===== src/core/dchm_defines.svh =====
`ifndef DCHM_DEFINES_SVH
`define DCHM_DEFINES_SVH
// Register byte offsets on the Avalon-MM slave
`define DCHM_OFF_MODE1   6'h00
`define DCHM_OFF_MODE2   6'h04
`define DCHM_OFF_STATUS  6'h08
`define DCHM_OFF_CMD     6'h0C
`define DCHM_OFF_DATA    6'h10
`define DCHM_OFF_CLKSEL  6'h14
`define DCHM_OFF_OUTSET  6'h18
`define DCHM_OFF_OUTCLR  6'h1C
`define DCHM_OFF_OPSEL   6'h20
`define DCHM_OFF_IMASK   6'h24
// Field positions
`define DCHM_M1_RXRTS    7
`define DCHM_M1_RXISEL   6
`define DCHM_M2_TXRTS    5
`define DCHM_M2_STOP2    0
`define DCHM_IM_TXA      0
`define DCHM_CMD_TXEN    0
`define DCHM_CMD_TXDIS   1
`define DCHM_CMD_RXEN    2
`define DCHM_CMD_RXDIS   3
`define DCHM_CMD_ERRCLR  4
// Parity mode codes
`define DCHM_PAR_NONE    2'h2
// Reset values
`define DCHM_RST_BYTE    8'h00
// Timing counts, in 16x ticks, and FIFO depth in entries
`define DCHM_TICKS_BIT   4'hF
`define DCHM_START_SMP   4'h6
`define DCHM_FIFO_DEPTH  2'h3
`endif


===== src/core/dchm_pkg.sv =====
package dchm_pkg;
  // Transmitter states, one-hot
  typedef enum logic [4:0] {
    TX_IDLE = 5'h01,
    TX_START = 5'h02,
    TX_DATA = 5'h04,
    TX_PAR = 5'h08,
    TX_STOP = 5'h10
  } dchm_tx_st_t;
  // Receiver states, one-hot
  typedef enum logic [4:0] {
    RX_IDLE = 5'h01,
    RX_START = 5'h02,
    RX_DATA = 5'h04,
    RX_PAR = 5'h08,
    RX_STOP = 5'h10
  } dchm_rx_st_t;
  // Whole state of the channel
  typedef struct packed {
    dchm_tx_st_t tx_st;
    logic [3:0] tx_cnt;
    logic [2:0] tx_bit;
    logic [7:0] tx_shift;
    logic tx_par;
    logic tx_stop2;
    logic [7:0] tx_hold;
    logic tx_hold_full;
    logic tx_en;
    logic tx_clk16;
    logic ser_out;
    dchm_rx_st_t rx_st;
    logic [3:0] rx_cnt;
    logic [2:0] rx_bit;
    logic [7:0] rx_shift;
    logic rx_par_bad;
    logic rx_prev;
    logic rx_en;
    logic [2:0][7:0] fifo;
    logic [1:0] fifo_cnt;
    logic err_ovr;
    logic err_par;
    logic err_frm;
    logic [7:0] mode1;
    logic [7:0] mode2;
    logic [3:0] clksel;
    logic [7:0] imask;
    logic [7:0] latch;
    logic [7:0] opsel;
    logic waitreq;
    logic rd_pop;
    logic [7:0] rdata;
    logic [7:0] pins;
    logic tx_irq;
  } dchm_state_t;
endpackage : dchm_pkg


===== src/core/dchm_channel.sv =====
// How it works
// Upper select bits route ready indicators to pins
// Pin three source chosen by bits three-two
// Pin two may carry channel A clocks
// Pin two codes: latch, tx16, tx1, rx1
// Pins zero/one become active-low RTS when enabled
// Latch-driven pin shows complement of latch bit
// Idle transmitter holds serial output high
// One low start bit before each character
// Data bits go out LSB first
// Optional parity bit after MSB, before stop
// One-entry holding stage feeds tx shifter
// Masked interrupt when holding and shifter empty
// Disable drains queued characters before idling
// No holding writes accepted after disable
// Received characters move into three-entry FIFO
// Data read pops oldest FIFO character
// Receiver inactive while serial input high
// Start bit valid only if low at 7th sample
// Later bits sampled once per bit period
// Oversampling repeats for every start bit
// Check parity, sample stop, then re-arm
// Flag framing, parity and overrun errors
// Per-direction bit clock source select
// Stop bit high for configured stop length
`timescale 1ns/1ps
`include "dchm_defines.svh"
module dchm_channel (
  // Clock and reset
  input wire logic i_ref_clk,
  input wire logic i_sys_rst,
  // Avalon-MM slave
  input wire logic [5:0] i_address,
  input wire logic i_read,
  input wire logic i_write,
  input wire logic [3:0] i_byteenable,
  input wire logic [31:0] i_writedata,
  output logic [31:0] o_readdata,
  output logic o_waitrequest,
  // 16x tick sources from the timing block
  input wire logic i_brg_tick,
  input wire logic i_ct_tick,
  input wire logic i_ext_tx_tick,
  input wire logic i_ext_rx_tick,
  // Serial lines
  input wire logic i_serial_in,
  output logic o_serial_out,
  // Channel B and timer sources for the pin mux
  input wire logic i_request_to_send_b_n,
  input wire logic i_chan_b_rts_en,
  input wire logic i_transmit_ready_b,
  input wire logic i_receive_ready_or_full_b,
  input wire logic i_chan_b_tx_clock_1x,
  input wire logic i_chan_b_rx_clock_1x,
  input wire logic i_ct_ready,
  // Output port pins and transmit interrupt
  output logic [7:0] o_out_pins,
  output logic o_tx_irq
);
  import dchm_pkg::*;

  // ----------------------------------------
  // State and working signals
  // ----------------------------------------
  dchm_state_t s_q; // Registered state
  dchm_state_t s_d; // Next state
  logic tx_tick; // Selected tx 16x tick
  logic rx_tick; // Selected rx 16x tick

  // Clock source selection per direction
  assign tx_tick = s_q.clksel[3] ? i_ext_tx_tick :
                   (s_q.clksel[2] ? i_ct_tick : i_brg_tick);
  assign rx_tick = s_q.clksel[1] ? i_ext_rx_tick :
                   (s_q.clksel[0] ? i_ct_tick : i_brg_tick);

  // Outputs straight from flops
  assign o_readdata = {24'h00_0000, s_q.rdata};
  assign o_waitrequest = s_q.waitreq;
  assign o_serial_out = s_q.ser_out;
  assign o_out_pins = s_q.pins;
  assign o_tx_irq = s_q.tx_irq;

  // ----------------------------------------
  // Next-state logic
  // ----------------------------------------
  always_comb begin
    logic acc; // Request accepted this edge
    logic wr; // Accepted write on low byte
    logic [7:0] wd; // Write byte
    logic [7:0] mask; // Character width mask
    logic [2:0] last; // Index of the MSB
    logic par_on; // Parity bit present
    logic par_bit; // Expected parity bit
    logic pop; // FIFO pop
    logic push; // FIFO push
    logic [7:0] ch; // Assembled character
    logic [1:0] cnt; // FIFO count after pop
    logic rts_a; // Channel A RTS asserted
    s_d = s_q;
    acc = (i_read | i_write) & ~s_q.waitreq;
    wr = acc & i_write & i_byteenable[0];
    wd = i_writedata[7:0];
    mask = 8'hFF >> (2'h3 - s_q.mode1[1:0]);
    last = {1'b1, s_q.mode1[1:0]};
    par_on = s_q.mode1[4:3] != `DCHM_PAR_NONE;
    par_bit = s_q.mode1[3] ? s_q.mode1[2] : (^(s_q.tx_shift & mask) ^ s_q.mode1[2]);
    pop = 1'b0;
    push = 1'b0;
    ch = s_q.rx_shift >> (2'h3 - s_q.mode1[1:0]);
    cnt = s_q.fifo_cnt;
    rts_a = (s_q.mode1[`DCHM_M1_RXRTS] & (s_q.fifo_cnt != `DCHM_FIFO_DEPTH)) |
            (s_q.mode2[`DCHM_M2_TXRTS] & (s_q.tx_hold_full | ~s_q.tx_st[0]));
    // One wait cycle, then the answer
    s_d.waitreq = ~((i_read | i_write) & s_q.waitreq);
    if ((i_read | i_write) & s_q.waitreq) begin
      s_d.rd_pop = 1'b0;
      unique case (i_address)
        `DCHM_OFF_MODE1: s_d.rdata = s_q.mode1;
        `DCHM_OFF_MODE2: s_d.rdata = s_q.mode2;
        `DCHM_OFF_STATUS: s_d.rdata = {1'b0, s_q.err_frm, s_q.err_par, s_q.err_ovr,
            ~s_q.tx_hold_full & s_q.tx_st[0], ~s_q.tx_hold_full & s_q.tx_en,
            s_q.fifo_cnt == `DCHM_FIFO_DEPTH, s_q.fifo_cnt != 2'h0};
        `DCHM_OFF_DATA: begin
          // Head of FIFO, popped on the answer edge
          s_d.rdata = s_q.fifo[0];
          s_d.rd_pop = s_q.fifo_cnt != 2'h0;
        end
        `DCHM_OFF_CLKSEL: s_d.rdata = {4'h0, s_q.clksel};
        `DCHM_OFF_IMASK: s_d.rdata = s_q.imask;
        default: s_d.rdata = 8'h00;
      endcase
    end
    // Register writes
    if (wr) begin
      unique case (i_address)
        `DCHM_OFF_MODE1: s_d.mode1 = wd;
        `DCHM_OFF_MODE2: s_d.mode2 = wd;
        `DCHM_OFF_CLKSEL: s_d.clksel = wd[3:0];
        `DCHM_OFF_OUTSET: s_d.latch = s_q.latch | wd;
        `DCHM_OFF_OUTCLR: s_d.latch = s_q.latch & ~wd;
        `DCHM_OFF_OPSEL: s_d.opsel = wd;
        `DCHM_OFF_IMASK: s_d.imask = wd;
        `DCHM_OFF_DATA: begin
          // Holding stage takes a byte only while enabled and empty
          if (s_q.tx_en && !s_q.tx_hold_full) begin
            s_d.tx_hold = wd & mask;
            s_d.tx_hold_full = 1'b1;
          end
        end
        `DCHM_OFF_CMD: begin
          if (wd[`DCHM_CMD_TXEN]) s_d.tx_en = 1'b1;
          if (wd[`DCHM_CMD_TXDIS]) s_d.tx_en = 1'b0;
          if (wd[`DCHM_CMD_RXEN]) s_d.rx_en = 1'b1;
          if (wd[`DCHM_CMD_RXDIS]) s_d.rx_en = 1'b0;
          if (wd[`DCHM_CMD_ERRCLR]) begin
            s_d.err_ovr = 1'b0;
            s_d.err_par = 1'b0;
            s_d.err_frm = 1'b0;
          end
        end
        default: ;
      endcase
    end
    pop = acc & i_read & s_q.rd_pop & (i_address == `DCHM_OFF_DATA);

    // Transmitter; keeps draining after disable
    if (tx_tick) begin
      s_d.tx_clk16 = ~s_q.tx_clk16;
      s_d.tx_cnt = s_q.tx_cnt + 4'h1;
    end
    unique case (s_q.tx_st)
      TX_IDLE: begin
        s_d.ser_out = 1'b1;
        s_d.tx_cnt = 4'h0;
        if (s_q.tx_hold_full) begin
          // Holding stage moves to the shifter
          s_d.tx_shift = s_q.tx_hold;
          s_d.tx_hold_full = 1'b0;
          s_d.tx_st = TX_START;
          s_d.ser_out = 1'b0;
        end
      end
      TX_START: begin
        if (tx_tick && s_q.tx_cnt == `DCHM_TICKS_BIT) begin
          s_d.tx_st = TX_DATA;
          s_d.tx_bit = 3'h0;
          s_d.tx_par = par_bit;
          s_d.ser_out = s_q.tx_shift[0];
        end
      end
      TX_DATA: begin
        if (tx_tick && s_q.tx_cnt == `DCHM_TICKS_BIT) begin
          s_d.tx_shift = {1'b0, s_q.tx_shift[7:1]};
          s_d.tx_bit = s_q.tx_bit + 3'h1;
          s_d.ser_out = s_q.tx_shift[1];
          if (s_q.tx_bit == last) begin
            s_d.tx_st = par_on ? TX_PAR : TX_STOP;
            s_d.ser_out = par_on ? s_q.tx_par : 1'b1;
            s_d.tx_stop2 = s_q.mode2[`DCHM_M2_STOP2];
          end
        end
      end
      TX_PAR: begin
        if (tx_tick && s_q.tx_cnt == `DCHM_TICKS_BIT) begin
          s_d.tx_st = TX_STOP;
          s_d.ser_out = 1'b1;
        end
      end
      TX_STOP: begin
        if (tx_tick && s_q.tx_cnt == `DCHM_TICKS_BIT) begin
          s_d.tx_stop2 = 1'b0;
          if (!s_q.tx_stop2) begin
            // Stop length done; next start or idle
            s_d.tx_st = TX_IDLE;
            if (s_q.tx_hold_full) begin
              s_d.tx_shift = s_q.tx_hold;
              s_d.tx_hold_full = 1'b0;
              s_d.tx_st = TX_START;
              s_d.ser_out = 1'b0;
            end
          end
        end
      end
    endcase

    // Receiver
    if (rx_tick) begin
      s_d.rx_cnt = s_q.rx_cnt + 4'h1;
    end
    unique case (s_q.rx_st)
      RX_IDLE: begin
        // Quiet line does nothing; a falling edge arms the check
        s_d.rx_cnt = 4'h0;
        if (s_q.rx_en && s_q.rx_prev && !i_serial_in) begin
          s_d.rx_st = RX_START;
        end
      end
      RX_START: begin
        if (rx_tick && s_q.rx_cnt == `DCHM_START_SMP) begin
          // Seventh sample decides start or noise
          s_d.rx_cnt = 4'h0;
          s_d.rx_bit = 3'h0;
          s_d.rx_par_bad = 1'b0;
          s_d.rx_st = i_serial_in ? RX_IDLE : RX_DATA;
        end
      end
      RX_DATA: begin
        if (rx_tick && s_q.rx_cnt == `DCHM_TICKS_BIT) begin
          // Mid-bit sample once per bit period
          s_d.rx_shift = {i_serial_in, s_q.rx_shift[7:1]};
          s_d.rx_bit = s_q.rx_bit + 3'h1;
          if (s_q.rx_bit == last) begin
            s_d.rx_st = par_on ? RX_PAR : RX_STOP;
          end
        end
      end
      RX_PAR: begin
        if (rx_tick && s_q.rx_cnt == `DCHM_TICKS_BIT) begin
          // Compare against the expected parity
          s_d.rx_par_bad = i_serial_in != (s_q.mode1[3] ? s_q.mode1[2] :
                           (^(ch & mask) ^ s_q.mode1[2]));
          s_d.rx_st = RX_STOP;
        end
      end
      RX_STOP: begin
        if (rx_tick && s_q.rx_cnt == `DCHM_TICKS_BIT) begin
          // Stop sample ends the frame, then re-arm
          push = 1'b1;
          s_d.rx_st = RX_IDLE;
          if (!i_serial_in) s_d.err_frm = 1'b1;
          if (s_q.rx_par_bad) s_d.err_par = 1'b1;
        end
      end
    endcase
    s_d.rx_prev = i_serial_in;

    // Three-entry FIFO, head at index zero
    if (pop) begin
      s_d.fifo = {8'h00, s_q.fifo[2:1]};
      cnt = s_q.fifo_cnt - 2'h1;
    end
    if (push) begin
      if (cnt == `DCHM_FIFO_DEPTH) begin
        // Full: newest entry overwritten
        s_d.fifo[2] = ch & mask;
        s_d.err_ovr = 1'b1;
      end else begin
        s_d.fifo[cnt] = ch & mask;
        cnt = cnt + 2'h1;
      end
    end
    s_d.fifo_cnt = cnt;

    // Output pin mux
    s_d.pins = ~s_q.latch;
    if (s_q.mode1[`DCHM_M1_RXRTS] | s_q.mode2[`DCHM_M2_TXRTS]) begin
      s_d.pins[0] = ~rts_a;
    end
    if (i_chan_b_rts_en) s_d.pins[1] = i_request_to_send_b_n;
    unique case (s_q.opsel[1:0])
      2'h1: s_d.pins[2] = s_q.tx_clk16;
      2'h2: s_d.pins[2] = s_q.tx_cnt[3];
      2'h3: s_d.pins[2] = s_q.rx_cnt[3];
      default: ;
    endcase
    unique case (s_q.opsel[3:2])
      2'h1: s_d.pins[3] = i_ct_ready;
      2'h2: s_d.pins[3] = i_chan_b_tx_clock_1x;
      2'h3: s_d.pins[3] = i_chan_b_rx_clock_1x;
      default: ;
    endcase
    // Indicators pull their pin low when active
    if (s_q.opsel[4]) begin
      s_d.pins[4] = ~(s_q.mode1[`DCHM_M1_RXISEL] ?
                      (s_q.fifo_cnt == `DCHM_FIFO_DEPTH) : (s_q.fifo_cnt != 2'h0));
    end
    if (s_q.opsel[5]) s_d.pins[5] = ~i_receive_ready_or_full_b;
    if (s_q.opsel[6]) s_d.pins[6] = ~(s_q.tx_en & ~s_q.tx_hold_full);
    if (s_q.opsel[7]) s_d.pins[7] = ~i_transmit_ready_b;

    // Transmitter-empty request
    s_d.tx_irq = s_q.imask[`DCHM_IM_TXA] & ~s_q.tx_hold_full & s_q.tx_st[0];
  end

  // ----------------------------------------
  // State register
  // ----------------------------------------
  always_ff @(posedge i_ref_clk or posedge i_sys_rst) begin
    if (i_sys_rst) begin
      s_q <= '0;
      s_q.tx_st <= TX_IDLE;
      s_q.rx_st <= RX_IDLE;
      s_q.ser_out <= 1'b1;
      s_q.rx_prev <= 1'b1;
      s_q.waitreq <= 1'b1;
      s_q.pins <= 8'hFF;
    end else begin
      s_q <= s_d;
    end
  end

  logic wr_hold_ok; // Accepted data write while able to take it
  logic wr_hold_dis; // Data write while disabled and empty
  assign wr_hold_ok = i_write && !s_q.waitreq && i_byteenable[0] &&
      i_address == `DCHM_OFF_DATA && s_q.tx_en && !s_q.tx_hold_full;
  assign wr_hold_dis = i_write && !s_q.waitreq && i_address == `DCHM_OFF_DATA &&
      !s_q.tx_en && !s_q.tx_hold_full;
endmodule : dchm_channel


===== config.mk =====
export PLATFORM = sky130hd
export DESIGN_NAME = dchm_channel
export DESIGN_NICKNAME = d
export VERILOG_FILES = /design/src/core/dchm_pkg.sv /design/src/core/dchm_channel.sv
export VERILOG_INCLUDE_DIRS = /design/src /design/src/core
export SDC_FILE = /design/constraint.sdc
export NUM_CORES = 1
export LEC_CHECK = 0
export ABC_AREA = 1
export BUFFER_PORTS_ARGS = -buffer_cell sky130_fd_sc_hd__buf_4
export CELL_PAD_IN_SITES_DETAIL_PLACEMENT = 0
export CELL_PAD_IN_SITES_GLOBAL_PLACEMENT = 1
export CORE_ASPECT_RATIO = 0.7
export CORE_MARGIN = 3
export CORE_UTILIZATION = 47
export CTS_CLUSTER_DIAMETER = 150
export DETAILED_ROUTE_END_ITERATION = 10
export PLACE_DENSITY = 0.87
export SYNTH_ARGS = -nofsm -noshare
export SYNTH_HDL_FRONTEND = slang
export SYNTH_SLANG_ARGS = --single-unit

===== constraint.sdc =====
create_clock -name i_ref_clk -period 9.3 [get_ports i_ref_clk]
set_input_delay 0 -clock i_ref_clk [delete_from_list [all_inputs] [get_ports i_ref_clk]]
set_output_delay 0 -clock i_ref_clk [all_outputs]
set_load 0.02 [all_outputs]

* Yosys cells after proc, flatten, opt, wreduce, memory -nomap -nowiden
Index checks and enable logic that the tools add are counted.
** Word-level totals
- Flip-flop bits (word level) :: 149
- Bits of input ports :: 58
- Output and inout port bits :: 43
** Operators by class
- Add/subtract/negate cells :: 7
- Magnitude comparators :: 2
- Equal/unequal tests :: 49
- Shifts and indexed selects :: 2
- Mux-type cells :: 104
- Bitwise operators :: 36
- Reduce and logical (&&, ||, !) cells :: 41
** Operators with widths (count)
- 8-bit 2-to-1 mux :: 9
- 5-bit 2-to-1 mux :: 13
- 5-bit one-hot mux with 5 select lines :: 2
- 24-bit 2-to-1 mux :: 2
- 8-bit one-hot mux with 6 select lines :: 1
- 47-bit 2-to-1 mux :: 1
- 1-bit 2-to-1 mux :: 44
- 8-bit AND :: 4
- 2-bit != test (second input constant) :: 16
- 24-bit bitwise mux :: 1
- 6-bit by 5-bit == test with 1-bit output (second input constant) :: 4
- 8-bit one-hot mux with 3 select lines :: 1
- 11-bit 2-to-1 mux :: 2
- 3-bit AND reduction :: 6
- 2-bit nonzero test :: 9
- 8-bit demux with 2-bit select :: 1
- 16-bit 2-to-1 mux :: 1
- 4-bit 2-to-1 mux :: 4
- 8-bit inverter :: 2
- 8-bit one-hot mux with 2 select lines :: 1
- 2-bit AND reduction :: 8
- 8-bit parity :: 2
- 2-bit 2-to-1 mux :: 7
- 1-bit AND :: 13
- other kinds (41) :: 87

* Depth between registers and ports, before layout
- Depth after elaboration :: 13
- Gate-level depth with buffers :: 16

* Least setup slack after synthesis
Ideal clock, no wire load.
- Kind :: reg-to-reg
- From :: reg s_q, in the netlist o_waitrequest
- To :: reg s_q[119] in the netlist's numbering
- Setup time :: 0.131 ns
- Arrival time :: 1.605 ns
- Data required time :: 9.169 ns
- Setup slack :: 7.564 ns
- Stages on the path, launching flop included :: 9
- Path buffers :: 1
- Clock period less this slack :: 1.736 ns
- Cells stage by stage :: dfstp_2 -> inv_1 -> nand3_1 -> inv_1 -> a31oi_1 -> nor2_1 -> inv_1 -> clkbuf_1 -> o21ai_0
** Between the ends
- Word-level cells in the longest chain between the ends :: 5
** RTL lines
- start: declaration :: RTL line dchm_channel.sv:65 : dchm_state_t s_q;
- 1-bit inverter :: RTL line dchm_channel.sv:100 : acc = (i_read | i_write) & ~s_q.waitreq;
- 1-bit AND :: RTL line dchm_channel.sv:100
- 1-bit AND (2 in series) :: RTL line dchm_channel.sv:101 : wr = acc & i_write & i_byteenable[0];
- 3-bit AND reduction (no source line)
Every way passes these cells.
A chain may end at the register's enable or synchronous reset.

* Worst setup path after layout
- From :: reg s_q[56] in the netlist's numbering
- To :: reg s_q[94] in the netlist's numbering
** Between the ends
- Word-level cells in the longest chain between the ends :: 9
- Elaborated cells on any way between the ends :: 10
** RTL lines
- 2-bit subtractor * :: RTL line dchm_channel.sv:103, dchm_channel.sv:109
- 8-bit by 2-bit >> shifter with 8-bit output (on tied branches) :: RTL line dchm_channel.sv:109, dchm_channel.sv:103
- 8-bit AND * :: RTL line dchm_channel.sv:261 : (^(ch & mask) ^ s_q.mode1[2]));
- 8-bit parity * :: RTL line dchm_channel.sv:261
- 1-bit XOR * :: RTL line dchm_channel.sv:261
- 1-bit 2-to-1 mux * :: RTL line dchm_channel.sv:260 : s_d.rx_par_bad = i_serial_in != (s_q.mode1[3] ? s_q.mode1[2] :
- 1-bit != test * :: RTL line dchm_channel.sv:260
- 1-bit 2-to-1 mux * :: RTL line dchm_channel.sv:258 : if (rx_tick && s_q.rx_cnt == `DCHM_TICKS_BIT) begin
- 1-bit one-hot mux with 2 select lines * :: RTL line dchm_channel.sv:230 : unique case (s_q.rx_st)
Every way passes the cells marked *; elsewhere a longest branch is shown, timed or not. The select of a mux whose other input is x is not followed.

==> qor.csv <==
stage;metric;value;unit
status;status;completed;
yosys;synth-simple-area-share;0.223;
pwr;power_density;218;nW/µm²
cells_and_area;multi_input_area;3230;µm²
floorplan;die_h;113;µm
routing;detail_route.first_pass.iterations;5;
clock_network;clock_path_buffers;2;
floorplan;die_area;18100;µm²
yosys;ys_warn_count;0;
floorplan;core;15800;µm²
pwr;peakVddDrop;0.133;mV
place;pre_cts_ws;6630;ps
routing;ant_nets;0;
pwr;switching_share;0.342;
worst_setup_path;crit_arrival;3030;ps
routing;viasPerCell;5.24;
global_routing;grt_usage;0.223;
pwr;intPower;1.28;mW
hold_path;hold_path.class;in2reg;
floorplan;rows;38;
yosys;syn_area;7730;µm²
global_routing;antenna_found_initial;0;
sta;finalSetupTns;0;ps
clock_network;root_buffer;clkbuf_16;
worst_setup_path;crit_chain;inv_1, nor2_1, inv_1, nand2_1, nand2_1, nand2_1, nand2_1, inv_1, nand2_1, nand3_1, nand2_1, nand3_1, nand2_1;
yosys;synth_fa_ha_area_frac;0.0113;
yosys;syn_inst;959;
flow_run;maxCapViolCount;0;
yosys;synth_top_family_by_area;simple AND/OR/NAND/NOR gates;
cells_and_area;regArea;3740;µm²
yosys;ys_seq_area_frac;0.484;
cells_and_area;layout-drive-gt1-share;0.119;
clock_network;cts.sinks;149;
global_routing;busiest_layer;met1;
global_routing;use_met3;0.0402;
sta;finalCriticalPeriod;2720;ps
worst_setup_path;cp_max_fo;24;
clock_network;clk_latency;420;ps
place;placedInstanceArea;8050;µm²
pwr;power.switching;0.662;mW
pwr;combinationalPowerShare;0.235;
yosys;synth-compound-area-share;0.156;
place;place_hpwl;13.4;mm
floorplan;fp.dieW;159;µm
worst_setup_path;cp_slowest_cell;dfrtp_1;
worst_setup_path;critPathCaptureType;flip-flop;
global_routing;grt_max_degree;81;
yosys;ys_ff_latch;149;
routing;drtIter0Drc;653;
yosys;yosysUniqueCellTypes;48;
routing;drcViolationCount;0;
clock_network;clk_pin_slew;60;ps
worst_setup_path;worstPathRequired;9610;ps
sta;rsz0062_at_grt;false;
sta;timing_max_transition_violations_final;0;
clock_network;numCtsBuffers;17;
yosys;synth_mux_area_frac;0.00129;
sta;max_slew.worst_pin.slew;1100;ps
place;gp_congestion;0.842;
floorplan;io_pins;101;
hold_path;hold_depth;3;
sta;maxSlewHeadroom;0.259;
global_routing;grt_pass1_vias;6043;
routing;drt-wirelength-per-cell;15.5;µm
yosys;synthArstFlopShare;1.00;
floorplan;start_util;0.490;
clock_network;cts_htree_levels;4;
cells_and_area;area_delta_synth_final;14.9;%
worst_setup_path;cpMostUsedCell;nand2_1;
cells_and_area;final_cells;1244;
cells_and_area;diodes;0;
yosys;syn_area_per_cell;8.06;µm²
yosys;synth_top_flop_cell;dfrtp_1;
sta;fmax;368;MHz
sta;hold_viol;0;
routing;via_count;6519;
clock_network;cts_resized;0;
routing;routed_wl;19.3;mm
global_routing;grt_overflow;0;
pwr;power_frac_clock;0.354;
yosys;synth-xor-area-share;0.0147;
place;placedCellCount;1188;
worst_setup_path;path_class;reg2reg;
pwr;p_leak;4.31;nW
worst_setup_path;r2r_cells;13;
global_routing;grtUsageMet2;0.310;
worst_setup_path;startpoint_type;flip-flop;
sta;fin_ws;6580;ps
cells_and_area;fill_cells;1469;
place;io_buffers;49;
clock_network;post_cts_buffers;0;
pwr;power_frac_seq;0.411;
clock_network;cts_tree;done;
sta;finalCritPeriodShare;0.292;
worst_setup_path;cpPeakStageDelay;930;ps
cells_and_area;nets;1076;
yosys;synth_edf_count;0;
cells_and_area;fin_area;8890;µm²
clock_network;postCtsHoldBufs;24;
sta;finalSetupViolCount;0;
sta;finClkSkew;9.84;ps
global_routing;grt_pass1_wl;32.2;mm
global_routing;met1_usage;0.360;
pwr;finalPower;1.94;mW
## worst paths after layout
kind	startpoint	end	slack [ps]
worst max-delay path	s_q[56]$_DFFE_PP0P_	s_q[94]$_DFFE_PP0P_	6580
min in group asynchronous	i_sys_rst	s_q[88]$_DFF_PP0_	210
worst max register to register	s_q[56]$_DFFE_PP0P_	s_q[94]$_DFFE_PP0P_	6580
max in group asynchronous	i_sys_rst	s_q[94]$_DFFE_PP0P_	7600
worst min register to register	flip-flop	o_out_pins[5]$_DFF_PP1_	420
worst min-delay path	i_ext_rx_tick	s_q[106]$_DFF_PP0_	20
## critical path: cells and delay by family, from the launching register on
| kind | cells | cell delay (ps) |
|---|---|---|
| DFF | 1 | 930 |
| and+or+nand+nor | 10 | 970 |
| buffers and inverters | 3 | 700 |
## Yosys cell counts, types with 3 or more instances
library cell	number	area share
nand2_1	254	0.12
dfrtp_1	136	0.44
o21ai_0	105	0.068
inv_1	101	0.049
nand3_1	58	0.038
nor2_1	58	0.028
buf_4	42	0.041
a21oi_1	23	0.015
a31oi_1	15	0.012
nand4_1	14	0.011
dfstp_2	13	0.044
o21ai_1	11	0.0071
o31ai_1	11	0.011
buf_2	10	0.0065
clkbuf_1	9	0.0044
o211ai_1	9	0.0087
o22ai_1	8	0.0065
ha_1	7	0.011
inv_2	7	0.0034
nor3_1	7	0.0045
xnor2_1	7	0.0079
xor2_1	6	0.0068
a221oi_1	5	0.0057
nor2_2	5	0.0040
o21ai_2	5	0.0057
a211oi_1	4	0.0039
a22oi_1	3	0.0029
## sequential cells by signal (all words and copies together), names as in the netlist, named ones only
name           cells
o_readdata         8
o_tx_irq           1
o_waitrequest      1
o_out_pins         8
s_q              122
o_serial_out       1
## final cells by class
class / instances / area share
well taps: 220 / 0.0310
clock inverters: 15 / 0.0190
flip-flops and latches: 149 / 0.421
multi-input cells: 658 / 0.364
inverters: 110 / 0.0470
clock buffers: 17 / 0.0479
repair buffers: 75 / 0.0701
## stage by stage
stage	hold WS (ps)	util
floorplan	4.48	-
global route	41.8	0.563
CTS	6.35	0.563
detailed placement	145	0.510
finish	20.7	0.563
global placement	143	0.510
## kinds of logic (layout without fill, tap and decap cells)
| group | Yosys count | after routing |
|---|---|---|
| AOI/OAI and AO/OA | 207 | 207 |
| xor gates and xnor gates | 13 | 13 |
| adders and majority gates | 7 | 7 |
| buffers and inverters | 175 | 217 |
| DFF | 149 | 149 |
| muxes | 1 | 1 |
| other | 1 | 24 |
| and+or+nand+nor | 406 | 406 |
## cell usage in the layout (no fill, tap or decap), types with 2 or more instances in the layout
cell type / n
inv_1: 100
o211ai_1: 9
ha_1: 7
buf_4: 51
dfstp_2: 13
clkbuf_16: 17
a21oi_1: 23
nand2_1: 254
clkinv_1: 2
inv_6: 4
xnor2_1: 7
dlygate4sd3_1: 24
a221oi_1: 5
inv_8: 3
nor2_2: 5
nand4_1: 14
conb_1: 24
o21ai_0: 105
nor2_1: 58
o21ai_2: 5
a211oi_1: 4
a31oi_1: 15
dfrtp_1: 136
clkinv_4: 3
clkinv_8: 2
a2bb2oi_1: 2
o22ai_1: 8
nor3_1: 7
inv_2: 7
o31ai_1: 11
nand3_2: 2
xor2_1: 6
clkinvlp_4: 2
a22oi_1: 3
o21ai_1: 11
nand3_1: 58
## power by group through the flow
stage	registers (mW)	logic, mW	clock network [mW]
final	0.796	0.456	0.687
after global routing	0.807	0.527	0.734
after CTS	0.795	0.456	0.698
after detailed placement	0.806	0.446	0
after global placement	0.804	0.439	0
after floorplan	0.789	0.360	0
## layer usage
| layer | share of wire | wire [µm] |
|---|---|---|
| met1 | 0.52 | 9960 |
| met2 | 0.42 | 8090 |
| met3 | 0.054 | 1050 |
| met4 | 0.0082 | 157 |
| met5 | 0 | 0 |
Power figures use the tool's default switching activity.
